[src/hw/ilgs_pkg.sv]
// constants and types shared by the indexed list gather/scatter engine
package ilgs_pkg;

  // address and data widths of the stream side
  localparam int ILGS_AW = 48;
  localparam int ILGS_DW = 64;
  localparam int ILGS_GW = 16;

  // register byte offsets on the software port
  localparam logic [7:0] REG_CTRL     = 8'h00;
  localparam logic [7:0] REG_STAT     = 8'h08;
  localparam logic [7:0] REG_IDX_BASE = 8'h10;
  localparam logic [7:0] REG_IDX_LEN  = 8'h18;
  localparam logic [7:0] REG_SRC_DESC = 8'h20;
  localparam logic [7:0] REG_DST_DESC = 8'h28;

  // control register fields
  localparam int CTRL_START = 0;
  localparam int CTRL_OP_LO = 1;
  localparam int CTRL_G_LO  = 8;

  // status register fields
  localparam int STAT_BUSY   = 0;
  localparam int STAT_DONE   = 1;
  localparam int STAT_ERR    = 2;
  localparam int STAT_CNT_LO = 16;

  // subfunction bit positions
  localparam int G_SIZE64 = 0;
  localparam int G_BCAST  = 4;
  localparam int G_GROUP  = 6;
  localparam int G_REGF   = 7;

  // descriptor layout: group length on top, base below
  localparam int DESC_LEN_LO = 48;

  // index item count occupies the low bits of an index element
  localparam int IDX_CNT_W = 48;

  // left shifts turning item counts into bit addresses
  localparam logic [2:0] SH_HALF = 3'h5;
  localparam logic [2:0] SH_FULL = 3'h6;

  // reset values
  localparam logic [63:0] RST_WORD = 64'h0000_0000_0000_0000;
  localparam logic [7:0]  RST_G    = 8'h00;

  // operation select
  typedef enum logic [1:0] {
    OP_NONE    = 2'b00,
    OP_GATHER  = 2'b01,
    OP_SCATTER = 2'b10,
    OP_RSVD    = 2'b11
  } ilgs_op_t;

  // sequencer states, one-hot
  typedef enum logic [4:0] {
    ST_IDLE = 5'b00001,
    ST_FIDX = 5'b00010,
    ST_RD   = 5'b00100,
    ST_WR   = 5'b01000,
    ST_NEXT = 5'b10000
  } ilgs_state_t;

  // element size select to address shift
  function automatic logic [2:0] ilgs_shift(input logic is64);
    ilgs_shift = is64 ? SH_FULL : SH_HALF;
  endfunction : ilgs_shift

endpackage : ilgs_pkg

[src/hw/ilgs_addr_calc.sv]
// indexed element address: base plus shifted (item count + group offset)
`timescale 1ns/100ps
module ilgs_addr_calc
  import ilgs_pkg::*;
(
  input  wire logic [ILGS_AW-1:0] i_base,   // base bit address
  input  wire logic [ILGS_AW-1:0] i_count,  // item count
  input  wire logic [ILGS_GW-1:0] i_offs,   // element offset in group
  input  wire logic [2:0]         i_shift,  // count to bit-address shift
  output logic      [ILGS_AW-1:0] o_addr    // computed bit address
);

  logic [ILGS_AW-1:0] items;

  // group members follow the indexed element at consecutive addresses
  always_comb begin
    items  = i_count + {{(ILGS_AW-ILGS_GW){1'b0}}, i_offs};
    o_addr = i_base + (items << i_shift);
  end

endmodule : ilgs_addr_calc

[src/hw/ilgs_engine.sv]
// indexed list gather and scatter transfer engine
// How it works
// - index is the low 48 bits of each 64-bit index element
// - gather fetches element at base plus count, packs it into result
// - count shifts left five for 32-bit, six for 64-bit elements
// - gather repeats per index element until the index list ends
// - index elements are 64-bit; subfunction bit 0 picks element size
// - gather bit 6 moves equal groups, length from source descriptor top
// - gather bit 7 reads source elements from the register file
// - gather leaves every data flag bit unchanged
// - scatter stores next source element at result base plus count
// - scatter continues until the index list length is consumed
// - scatter bit 4 without bit 6 broadcasts one source element
// - scatter bit 6 stores equal groups, length from result descriptor
// - scatter bit 7 stores result elements into the register file
// - register file as memory only for gather and scatter
//
// The register offsets and the plain strobed port are this design's own decisions.
`timescale 1ns/100ps
module ilgs_engine
  import ilgs_pkg::*;
#(
  parameter int LW = 32                          // index count width
)(
  input  wire logic               i_sys_clk,     // system clock
  input  wire logic               i_rst_n,       // async reset, low
  input  wire logic [7:0]         i_addr,        // register byte address
  input  wire logic [ILGS_DW-1:0] i_wdata,       // register write data
  input  wire logic               i_wr,          // register write strobe
  input  wire logic               i_rd,          // register read strobe
  output logic      [ILGS_DW-1:0] o_rdata,       // read data, next cycle
  output logic                    o_mem_req,     // stream request
  output logic                    o_mem_we,      // request is a store
  output logic                    o_mem_rf,      // target is register file
  output logic                    o_mem_w64,     // 64-bit element access
  output logic      [ILGS_AW-1:0] o_mem_addr,    // bit address
  output logic      [ILGS_DW-1:0] o_mem_wdata,   // store data
  input  wire logic               i_mem_ack,     // request completed
  input  wire logic [ILGS_DW-1:0] i_mem_rdata,   // load data with ack
  output logic                    o_busy         // instruction running
);

  // software visible state
  ilgs_op_t           op_ff;
  logic [7:0]         g_ff;
  logic [ILGS_AW-1:0] idx_base_ff;
  logic [LW-1:0]      idx_len_ff;
  logic [ILGS_DW-1:0] src_desc_ff;
  logic [ILGS_DW-1:0] dst_desc_ff;
  logic               done_ff;
  logic               err_ff;
  logic [LW-1:0]      moved_ff;
  logic [ILGS_DW-1:0] rdata_ff;

  // sequencer state
  ilgs_state_t        state_ff;
  ilgs_state_t        nxt_state;
  logic [LW-1:0]      idx_i_ff;
  logic [IDX_CNT_W-1:0] idx_cnt_ff;
  logic [ILGS_GW-1:0] grp_k_ff;
  logic [LW-1:0]      seq_ff;
  logic [ILGS_DW-1:0] elem_ff;
  logic               have_ff;
  logic               req_ff;
  logic               we_ff;
  logic               rf_ff;
  logic [ILGS_AW-1:0] maddr_ff;

  // decoded controls
  logic               is_gather;
  logic               is_scatter;
  logic               w64;
  logic [2:0]         esh;
  logic               grp_mode;
  logic               bcast;
  logic [ILGS_GW-1:0] grp_len;
  logic               ctrl_wr;
  logic               start;
  ilgs_op_t           wr_op;
  logic               ack;
  logic               last_elem;
  logic               last_idx;
  logic [ILGS_AW-1:0] ind_base;
  logic [ILGS_AW-1:0] ind_addr;
  logic [ILGS_AW-1:0] seq_base;
  logic [ILGS_AW-1:0] seq_addr;
  logic [ILGS_AW-1:0] idx_addr;

  // operation and subfunction decode
  always_comb begin
    is_gather  = (op_ff == OP_GATHER);
    is_scatter = (op_ff == OP_SCATTER);
    w64        = g_ff[G_SIZE64];
    esh        = ilgs_shift(w64);
    grp_mode   = g_ff[G_GROUP];
    bcast      = is_scatter && g_ff[G_BCAST] && !g_ff[G_GROUP];
  end

  // group length from the descriptor of the indexed vector
  always_comb begin
    if (!grp_mode) begin
      grp_len = {{(ILGS_GW-1){1'b0}}, 1'b1};
    end else if (is_gather) begin
      grp_len = src_desc_ff[ILGS_DW-1:DESC_LEN_LO];
    end else begin
      grp_len = dst_desc_ff[ILGS_DW-1:DESC_LEN_LO];
    end
  end

  // start decode from a control write
  always_comb begin
    ctrl_wr = i_wr && (i_addr == REG_CTRL);
    wr_op   = ilgs_op_t'(i_wdata[CTRL_OP_LO +: 2]);
    start   = ctrl_wr && i_wdata[CTRL_START] && (state_ff == ST_IDLE);
    ack     = req_ff && i_mem_ack;
  end

  // sequence end tests
  always_comb begin
    last_elem = (grp_k_ff == grp_len - {{(ILGS_GW-1){1'b0}}, 1'b1});
    last_idx  = (idx_i_ff == idx_len_ff - {{(LW-1){1'b0}}, 1'b1});
  end

  // indexed side uses source base for gather, result base for scatter
  always_comb begin
    ind_base = is_gather ? src_desc_ff[ILGS_AW-1:0]
                         : dst_desc_ff[ILGS_AW-1:0];
    seq_base = is_gather ? dst_desc_ff[ILGS_AW-1:0]
                         : src_desc_ff[ILGS_AW-1:0];
    seq_addr = seq_base + ({{(ILGS_AW-LW){1'b0}}, seq_ff} << esh);
    idx_addr = idx_base_ff
             + ({{(ILGS_AW-LW){1'b0}}, idx_i_ff} << SH_FULL);
  end

  // base plus shifted sum of item count and group offset
  ilgs_addr_calc u_addr (
    .i_base  (ind_base),
    .i_count (idx_cnt_ff),
    .i_offs  (grp_k_ff),
    .i_shift (esh),
    .o_addr  (ind_addr)
  );

  // sequencer next state
  always_comb begin
    nxt_state = state_ff;
    case (state_ff)
      ST_IDLE: begin
        if (start &&
            (wr_op == OP_GATHER || wr_op == OP_SCATTER)) begin
          nxt_state = ST_FIDX;
        end
      end
      ST_FIDX: begin
        if (idx_len_ff == '0) begin
          nxt_state = ST_IDLE;
        end else if (ack) begin
          if (grp_len == '0) begin
            nxt_state = ST_NEXT;
          end else if (bcast && have_ff) begin
            nxt_state = ST_WR;
          end else begin
            nxt_state = ST_RD;
          end
        end
      end
      ST_RD: begin
        if (ack) begin
          nxt_state = ST_WR;
        end
      end
      ST_WR: begin
        if (ack) begin
          if (last_elem) begin
            nxt_state = ST_NEXT;
          end else if (bcast) begin
            nxt_state = ST_WR;
          end else begin
            nxt_state = ST_RD;
          end
        end
      end
      ST_NEXT: begin
        nxt_state = last_idx ? ST_IDLE : ST_FIDX;
      end
      default: begin
        nxt_state = ST_IDLE;
      end
    endcase
  end

  // state register
  always_ff @(posedge i_sys_clk or negedge i_rst_n) begin
    if (!i_rst_n) begin
      state_ff <= ST_IDLE;
    end else begin
      state_ff <= nxt_state;
    end
  end

  // stream request: issued whenever none is pending in ST_RD or ST_WR, or in ST_FIDX with a non-empty index list, dropped on ack
  always_ff @(posedge i_sys_clk or negedge i_rst_n) begin
    if (!i_rst_n) begin
      req_ff   <= 1'b0;
      we_ff    <= 1'b0;
      rf_ff    <= 1'b0;
      maddr_ff <= '0;
    end else if (ack) begin
      req_ff <= 1'b0;
      we_ff  <= 1'b0;
      rf_ff  <= 1'b0;
    end else if (!req_ff) begin
      case (state_ff)
        ST_FIDX: begin
          req_ff   <= (idx_len_ff != '0);
          we_ff    <= 1'b0;
          rf_ff    <= 1'b0;
          maddr_ff <= idx_addr;
        end
        ST_RD: begin
          req_ff   <= 1'b1;
          we_ff    <= 1'b0;
          rf_ff    <= is_gather && g_ff[G_REGF];
          maddr_ff <= is_gather ? ind_addr : seq_addr;
        end
        ST_WR: begin
          req_ff   <= 1'b1;
          we_ff    <= 1'b1;
          rf_ff    <= is_scatter && g_ff[G_REGF];
          maddr_ff <= is_scatter ? ind_addr : seq_addr;
        end
        default: begin
          req_ff <= 1'b0;
          we_ff  <= 1'b0;
          rf_ff  <= 1'b0;
        end
      endcase
    end
  end

  // index pointer and latched item count
  always_ff @(posedge i_sys_clk or negedge i_rst_n) begin
    if (!i_rst_n) begin
      idx_i_ff   <= '0;
      idx_cnt_ff <= '0;
    end else if (start) begin
      idx_i_ff <= '0;
    end else if (state_ff == ST_FIDX && ack) begin
      idx_cnt_ff <= i_mem_rdata[IDX_CNT_W-1:0];
    end else if (state_ff == ST_NEXT) begin
      idx_i_ff <= idx_i_ff + {{(LW-1){1'b0}}, 1'b1};
    end
  end

  // group member counter, restarted per index element
  always_ff @(posedge i_sys_clk or negedge i_rst_n) begin
    if (!i_rst_n) begin
      grp_k_ff <= '0;
    end else if (state_ff == ST_FIDX) begin
      grp_k_ff <= '0;
    end else if (state_ff == ST_WR && ack) begin
      grp_k_ff <= grp_k_ff + {{(ILGS_GW-1){1'b0}}, 1'b1};
    end
  end

  // sequential element pointer on the packed vector
  always_ff @(posedge i_sys_clk or negedge i_rst_n) begin
    if (!i_rst_n) begin
      seq_ff <= '0;
    end else if (start) begin
      seq_ff <= '0;
    end else if (state_ff == ST_WR && ack && !bcast) begin
      seq_ff <= seq_ff + {{(LW-1){1'b0}}, 1'b1};
    end
  end

  // element holding register; broadcast keeps its first fetch
  always_ff @(posedge i_sys_clk or negedge i_rst_n) begin
    if (!i_rst_n) begin
      elem_ff <= RST_WORD;
      have_ff <= 1'b0;
    end else if (start) begin
      have_ff <= 1'b0;
    end else if (state_ff == ST_RD && ack) begin
      elem_ff <= w64 ? i_mem_rdata
                     : {{(ILGS_DW/2){1'b0}}, i_mem_rdata[ILGS_DW/2-1:0]};
      have_ff <= 1'b1;
    end
  end

  // transfer count and completion; no data flags are ever produced
  always_ff @(posedge i_sys_clk or negedge i_rst_n) begin
    if (!i_rst_n) begin
      moved_ff <= '0;
      done_ff  <= 1'b0;
    end else begin
      if (start) begin
        moved_ff <= '0;
      end else if (state_ff == ST_WR && ack) begin
        moved_ff <= moved_ff + {{(LW-1){1'b0}}, 1'b1};
      end
      if (state_ff != ST_IDLE && nxt_state == ST_IDLE) begin
        done_ff <= 1'b1;
      end else if (i_wr && i_addr == REG_STAT && i_wdata[STAT_DONE]) begin
        done_ff <= 1'b0;
      end
    end
  end

  // software registers; reserved op codes refuse to start
  always_ff @(posedge i_sys_clk or negedge i_rst_n) begin
    if (!i_rst_n) begin
      op_ff       <= OP_NONE;
      g_ff        <= RST_G;
      idx_base_ff <= '0;
      idx_len_ff  <= '0;
      src_desc_ff <= RST_WORD;
      dst_desc_ff <= RST_WORD;
      err_ff      <= 1'b0;
    end else if (i_wr && state_ff == ST_IDLE) begin
      case (i_addr)
        REG_CTRL: begin
          op_ff  <= wr_op;
          g_ff   <= i_wdata[CTRL_G_LO +: 8];
          err_ff <= i_wdata[CTRL_START] &&
                    !(wr_op == OP_GATHER || wr_op == OP_SCATTER);
        end
        REG_IDX_BASE: idx_base_ff <= i_wdata[ILGS_AW-1:0];
        REG_IDX_LEN:  idx_len_ff  <= i_wdata[LW-1:0];
        REG_SRC_DESC: src_desc_ff <= i_wdata;
        REG_DST_DESC: dst_desc_ff <= i_wdata;
        default: begin
          err_ff <= err_ff;
        end
      endcase
    end
  end

  // read data returned one cycle after the strobe
  always_ff @(posedge i_sys_clk or negedge i_rst_n) begin
    if (!i_rst_n) begin
      rdata_ff <= RST_WORD;
    end else if (i_rd) begin
      case (i_addr)
        REG_CTRL: begin
          rdata_ff <= '0;
          rdata_ff[CTRL_OP_LO +: 2] <= op_ff;
          rdata_ff[CTRL_G_LO +: 8]  <= g_ff;
        end
        REG_STAT: begin
          rdata_ff <= '0;
          rdata_ff[STAT_BUSY] <= (state_ff != ST_IDLE);
          rdata_ff[STAT_DONE] <= done_ff;
          rdata_ff[STAT_ERR]  <= err_ff;
          rdata_ff[STAT_CNT_LO +: LW] <= moved_ff;
        end
        REG_IDX_BASE: rdata_ff <= {{(ILGS_DW-ILGS_AW){1'b0}}, idx_base_ff};
        REG_IDX_LEN:  rdata_ff <= {{(ILGS_DW-LW){1'b0}}, idx_len_ff};
        REG_SRC_DESC: rdata_ff <= src_desc_ff;
        REG_DST_DESC: rdata_ff <= dst_desc_ff;
        default:      rdata_ff <= RST_WORD;
      endcase
    end
  end

  // busy flag register for the output
  logic busy_ff;
  always_ff @(posedge i_sys_clk or negedge i_rst_n) begin
    if (!i_rst_n) begin
      busy_ff <= 1'b0;
    end else begin
      busy_ff <= (nxt_state != ST_IDLE);
    end
  end

  // outputs straight from flip-flops
  assign o_rdata     = rdata_ff;
  assign o_mem_req   = req_ff;
  assign o_mem_we    = we_ff;
  assign o_mem_rf    = rf_ff;
  assign o_mem_w64   = w64;
  assign o_mem_addr  = maddr_ff;
  assign o_mem_wdata = elem_ff;
  assign o_busy      = busy_ff;

endmodule : ilgs_engine

[config.mk]
export PLATFORM = sky130hd
export DESIGN_NAME = ilgs_engine
export DESIGN_NICKNAME = d
export VERILOG_FILES = /design/src/hw/ilgs_pkg.sv /design/src/hw/ilgs_addr_calc.sv /design/src/hw/ilgs_engine.sv
export SDC_FILE = /design/constraint.sdc
export NUM_CORES = 1
export LEC_CHECK = 0
export ABC_AREA = 1
export BUFFER_PORTS_ARGS = -buffer_cell sky130_fd_sc_hd__buf_4
export CELL_PAD_IN_SITES_DETAIL_PLACEMENT = 1
export CELL_PAD_IN_SITES_GLOBAL_PLACEMENT = 1
export CORE_UTILIZATION = 40
export CTS_BUF_LIST = sky130_fd_sc_hd__clkbuf_16
export DETAILED_ROUTE_END_ITERATION = 8
export GPL_ROUTABILITY_DRIVEN = 0
export PLACE_DENSITY_LB_ADDON = 0.08
export SYNTH_ARGS = -nofsm -noshare
export SYNTH_HDL_FRONTEND = slang
export SYNTH_HIERARCHICAL = 1
export SYNTH_SLANG_ARGS = --single-unit
[constraint.sdc]
create_clock -name i_sys_clk -period 4.1 [get_ports i_sys_clk]
set_input_delay 0.615 -clock i_sys_clk [delete_from_list [all_inputs] [get_ports i_sys_clk]]
set_output_delay 0.615 -clock i_sys_clk [all_outputs]
set_load 0.02 [all_outputs]
-- After elaboration in Yosys (flattened, before gate mapping)
Cells that the tools add are included.
- register bits: 566
- latch bits: 0
- bits in writable memories: 0
- memory bits (read-only): 0
- input bits: 141
- output and inout bits: 181
- logic and storage cells: 145
- memories: 0
- $add $sub $neg: 10
- $mul: 0
- div/mod/pow operators: 0
- magnitude comparators: 0
- eq/ne operators: 21
- shift operators: 2
- multiplexer cells: 43
- bitwise operators: 3
- reduce and logical (&&, ||, !) cells: 44
- operators by type and width (kind ; number):
    $pmux W64 S6 ; 1
    $mux W32 ; 7
    $mux W48 ; 4
    $pmux W48 S3 ; 1
    $add A32 B1 Y32 const B ; 3
    $add A48 B48 Y48 ; 2
    $mux W16 ; 4
    $mux W64 ; 1
    $add A48 B16 Y48 ; 1
    $add A48 B38 Y48 ; 1
    $shl A32 B3 Y48 ; 1
    $shl A48 B3 Y48 ; 1
    $mux W5 ; 7
    $eq A32 B32 Y1 ; 1
    $logic_not A32 Y1 ; 1
    $reduce_bool A32 Y1 ; 1
    $sub A32 B1 Y32 const B ; 1
    $pmux W5 S5 ; 1
    $logic_and A1 B1 Y1 ; 19
    $add A16 B1 Y16 const B ; 1
    $eq A16 B16 Y1 ; 1
    $eq A8 B5 Y1 const B ; 2
    $eq A8 B6 Y1 const B ; 2
    $logic_not A16 Y1 ; 1
    25 further kinds ; 58

-- Depth between registers and ports, before layout
- depth in word-level cells: 12
- gate-level depth with buffers: 35
- depth with buffers taken out: 35

-- Modules after synthesis
Netlist, hierarchy kept.
- by module, submodules not included (module ; times used ; cells each ; area an instance (um^2) ; sequential area each (um^2)):
    ilgs_engine ; 1 ; 4898 ; 34694.5 ; 14164.8
    ilgs_addr_calc ; 1 ; 1358 ; 7070.5 ; 0.0

-- Worst setup path after synthesis
No wires, ideal clock.
- path kind: flip-flop to flip-flop
- start: reg grp_k_ff[0]
- end: reg maddr_ff[39], in the netlist o_mem_addr[39]
- setup time: 120 ps
- arrival time: 3898 ps
- data required time: 3980 ps
- slack: 82 ps
- stages on the path, launching flop included: 29
- buffers on the path: 0
- period minus slack after synthesis: 4018 ps
- cell sequence: dfrtp_1 > ha_1 > inv_1 > fa_1 > inv_1 > nand3_1 > nand3_1 > nand2_1 > nand2_1 > nand3_1 > nand3_1 > xor2_1 > nand2_1 > o21ai_1 > mux2i_1 > o21ai_1 > ha_1 > a21oi_1 > o21ai_0 > a21oi_1 > nor2_1 > or2_2 > a21oi_1 > o21ai_1 > xor2_1 > a21oi_1 > nand3_1 > o21ai_0 > inv_1
- word-level cells in the longest chain between the ends: 5
- elaborated cells on any way between the ends: 6
- those cells by class: add/sub (2); shift (1); mux (3)
- RTL lines (item ; line ; text):
    start: declaration ; ilgs_engine.sv:60 ; logic [ILGS_GW-1:0] grp_k_ff;
    start signal: assignment ; ilgs_engine.sv:262 ; grp_k_ff <= grp_k_ff + {{(ILGS_GW-1){1'b0}}, 1'b1};
    $add A48 B16 Y48 * ; ilgs_addr_calc.sv:17 ; items = i_count + {{(ILGS_AW-ILGS_GW){1'b0}}, i_offs};
    $shl A48 B3 Y48 * ; ilgs_addr_calc.sv:18 ; o_addr = i_base + (items << i_shift);
    $add A48 B48 Y48 * ; ilgs_addr_calc.sv:18 ;
    named net ind_addr[39] ; ilgs_engine.sv:84 ; logic [ILGS_AW-1:0] ind_addr;
    $mux W48, on equally long branches ; ilgs_engine.sv:230, ilgs_engine.sv:224 ;
    $pmux W48 S3 * ; ilgs_engine.sv:213 ; case (state_ff)
    end signal: assignment ; ilgs_engine.sv:218 ; maddr_ff <= idx_addr;
    end signal: assignment ; ilgs_engine.sv:224 ; maddr_ff <= is_gather ? ind_addr : seq_addr;
    end signal: assignment ; ilgs_engine.sv:230 ; maddr_ff <= is_scatter ? ind_addr : seq_addr;
    end: declaration ; ilgs_engine.sv:67 ; logic [ILGS_AW-1:0] maddr_ff;
Mark *: on every way through the listed nets, which the timed path passes. The rest lies on a longest branch.
A chain may end at the register's enable or synchronous reset.

-- Worst setup path in the final report
- start: reg grp_k_ff[0]
- end: reg maddr_ff[41], in the netlist o_mem_addr[41]
The elaborated chain is that of the path after synthesis.

==> results.yml <==
floorplan:
  die_w_um: 325
  rows: 118
  core_area_um2: 103000
  ios: 322
  die_area_um2: 106000
  fp.dieH_um: 325
  start_util: 0.404
status:
  violations: "negative setup slack"
  outcome: "complete, but fails checks"
min_path:
  hold_depth: 3
  hold_path.class: "input pin to flip-flop"
  hp-start: "i_mem_rdata[57]"
  whs_endpoint: "o_mem_wdata[57]$_DFFE_PN0P_"
global_routing:
  grt_start_max_net_pins: 97
  grt_pass1_vias: 48000
  grt_pass1_wl_um: 297000
  track_usage: 0.366
  overflow: 0
  antenna_found_initial: 12
detailed_routing:
  drtAntennaViolNets: 0
  remaining_drc_errors: 0
  firstDrtPassIters: 6
  viasPerCell: 5.76
  drtIter0Drc: 4259
  num_vias: 48600
  finalWirelength_um: 207000
  wl_per_cell_um: 24.6
critical_path:
  startpoint_type: "flip-flop"
  worst_ep_required_time_ns: 4.65
  worstSetupEndpointType: "flip-flop"
  cpMaxStageDelayCell: "dfrtp_1"
  r2r_end: "o_mem_addr[41]$_DFFE_PN0P_"
  worstPathMaxFanout: 3
  cpMostUsedCell: "buf_4"
  reg2reg_depth: 28
  r2r_setup_slack_ns: -0.86
  path_buf_inv: 8
  r2r-start: "grp_k_ff[0]$_DFFE_PN0P_"
  critPathArrivalTime_ns: 5.51
  critPathKind: "flip-flop to flip-flop"
  path_delay_family: "simple AND/OR/NAND/NOR gates"
  max_stage_delay_ns: 0.39
synth:
  synth_cell_types: 72
  yosys.cell_count.top_type: "nand2_1"
  synth.area.top_cells: "dfrtp_1, nand2_1, o21ai_0"
  synth.yosys.seq_area_share: 0.339
  synthFlopType: "dfrtp_1"
  synth_area_leader_cell: "dfrtp_1"
  synth_top_cells_by_count: "nand2_1, inv_1, o21ai_0"
  synth_top_area_frac: 0.339
  synth_warnings: 6
  avgSynthCellArea_um2: 6.68
  async_reset_ff_frac: 1.00
  synth_edf_count: 0
  syn_area_um2: 41800
  synthCells: 6256
  ys_ff_latch: 566
final_layout:
  finalNetCount: 7293
  drive_gt1_frac: 0.221
  multi_input_area_um2: 26300
  syn2layout_area_growth_pct: 30.3
  fill_cells: 13300
  ff_latch_area_um2: 14200
  post-route-util: 0.526
sta:
  tightest_slew_ns: 1.13
  fin_worst_skew_ns: 0.0254
  tns_ns: -16.80
  setup_ws_ns: -0.860
  min_period_ns: 4.96
  setup_viol: 35
  hold_slack_ns: 0.160
  drv_slew: 0
  hold_viol: 0
  slew-limit-headroom: 0.241
  period_share: 1.21
  rsz0062_at_grt: "yes"
  maxClockFrequency_ghz: 0.202
power:
  irDropWorstVdd_mv: 0.366
  total_power_mw: 15.8
  powerDensity_nw_per_um2: 290
  p_leak_nw: 26.8
clock_tree:
  cts_tree: "yes"
  clk_pin_slew_ns: 0.07
  clkLatencyLatePin_ns: 0.68
  cts_buffers: 71
  cts_htree_levels: 3
  cts_sinks: 566
  clockRootBuffer: "clkbuf_16"
  cts_buffer_depth: 3
place:
  pre_cts_slack_ns: -0.565
  io_buffer_count: 321
  hpwl_um: 155000
flow_run:
  maxCapViolCount: 0
-- per-stage QoR --
| stage | std cells | cell area, µm² |
|---|---|---|
| finish | 8434 | 54400 |
| global route | 8433 | 54400 |
| CTS | 8392 | 53000 |
| detailed placement | 8242 | 49000 |
| global placement | 8242 | 49000 |
| floorplan | 6257 | 41800 |
-- worst max-delay path by stage --
stage                                      end  cells past startpoint               startpoint  slack, ns
finish              o_mem_addr[41]$_DFFE_PN0P_                     28  grp_k_ff[0]$_DFFE_PN0P_      -0.86
global route        o_mem_addr[41]$_DFFE_PN0P_                     29  grp_k_ff[8]$_DFFE_PN0P_      -1.01
CTS                 o_mem_addr[30]$_DFFE_PN0P_                     30  grp_k_ff[0]$_DFFE_PN0P_      -0.30
detailed placement  o_mem_addr[30]$_DFFE_PN0P_                     27  grp_k_ff[9]$_DFFE_PN0P_      -0.56
global placement    o_mem_addr[44]$_DFFE_PN0P_                     29  grp_k_ff[9]$_DFFE_PN0P_      -0.50
floorplan           o_mem_addr[39]$_DFFE_PN0P_                     28  grp_k_ff[0]$_DFFE_PN0P_       0.08
-- placed cells by master, fill, tap and decap left out, types with 13 or more instances in the layout --
| cell type | count |
|---|---|
| inv_1 | 743 |
| o21ai_2 | 33 |
| a21oi_2 | 35 |
| o21ai_0 | 685 |
| clkinv_1 | 15 |
| a21oi_1 | 228 |
| ha_4 | 55 |
| nand3_2 | 63 |
| mux2_2 | 16 |
| or2_2 | 16 |
| nand2_2 | 90 |
| buf_6 | 26 |
| a21o_1 | 16 |
| nor3_1 | 115 |
| a31oi_1 | 24 |
| xnor2_1 | 29 |
| nand4_1 | 65 |
| xor2_1 | 114 |
| nor2_2 | 57 |
| ha_1 | 93 |
| xor2_2 | 15 |
| clkbuf_16 | 72 |
| dfrtp_1 | 560 |
| buf_4 | 848 |
| inv_2 | 41 |
| a21oi_4 | 20 |
| nand3_1 | 460 |
| nor2_4 | 26 |
| a221oi_1 | 13 |
| o21ai_1 | 40 |
| nand2_1 | 1616 |
| nor4_1 | 43 |
| nand3b_1 | 15 |
| o21a_1 | 17 |
| o21bai_1 | 15 |
| o22ai_1 | 57 |
| nor2_1 | 458 |
-- worst reg2reg max path, delay by kind of cell, from the launching register on --
family	cells	cell delay (ns)
xor+xnor	1	0.13
mux	2	0.39
buf+inv	8	1.01
compound gates	4	0.56
simple gates	10	1.46
fa+ha+maj	3	0.90
flops	1	0.39
-- layer usage --
metal,up-vias,global-route usage,part of all wire
met3,637,0.0653,0.075
li1,22000,-,-
met5,-,0,0.00038
met4,12,0.187,0.067
met1,24000,0.460,0.39
met2,1963,0.602,0.46
-- cell type report --
class                      instances  area share
inverter                         781      0.0542
sequential                       566       0.260
multi-input combinational       4692       0.483
timing repair buffer             886       0.126
clock buffer                      72      0.0331
clock inverter                    56      0.0112
tap                             1380      0.0317
antenna                            1   0.0000460
-- repair_timing --
item	in CTS	in global routing
buffers inserted	22	42
endpoints found under the hold margin	26	0
hold buffers	1	0
setup endpoints to repair	35	36
pin swaps	84	120
gates resized for setup	282	284
-- flip-flops by register name, summed over array words and instances (netlist names), 2 cells and up --
name / count
op_ff: 2
src_desc_ff: 64
state_ff: 5
idx_cnt_ff: 48
idx_base_ff: 48
g_ff: 8
moved_ff: 32
o_mem_addr: 48
dst_desc_ff: 64
seq_ff: 32
grp_k_ff: 16
o_mem_wdata: 64
o_rdata: 64
idx_len_ff: 32
idx_i_ff: 32
-- cells by family after synthesis --
family,Yosys count,share of synthesized area
xor gates and xnor gates,169,0.0358
and+or+nand+nor,3088,0.317
muxes,25,0.00647
buffers and inverters,999,0.0921
AOI/OAI and AO/OA,1253,0.162
other,2,0.000180
adders and majority gates,154,0.0469
DFF,566,0.339
-- report_power, final --
part / internal [mW] / total, mW / switching, mW
combinational: 1.07 / 3.21 / 2.14
clock: 3.81 / 6.67 / 2.85
sequential: 5.72 / 5.89 / 0.171
total: 10.6 / 15.8 / 5.16
Note: power is estimated with default switching activity, not from simulation.
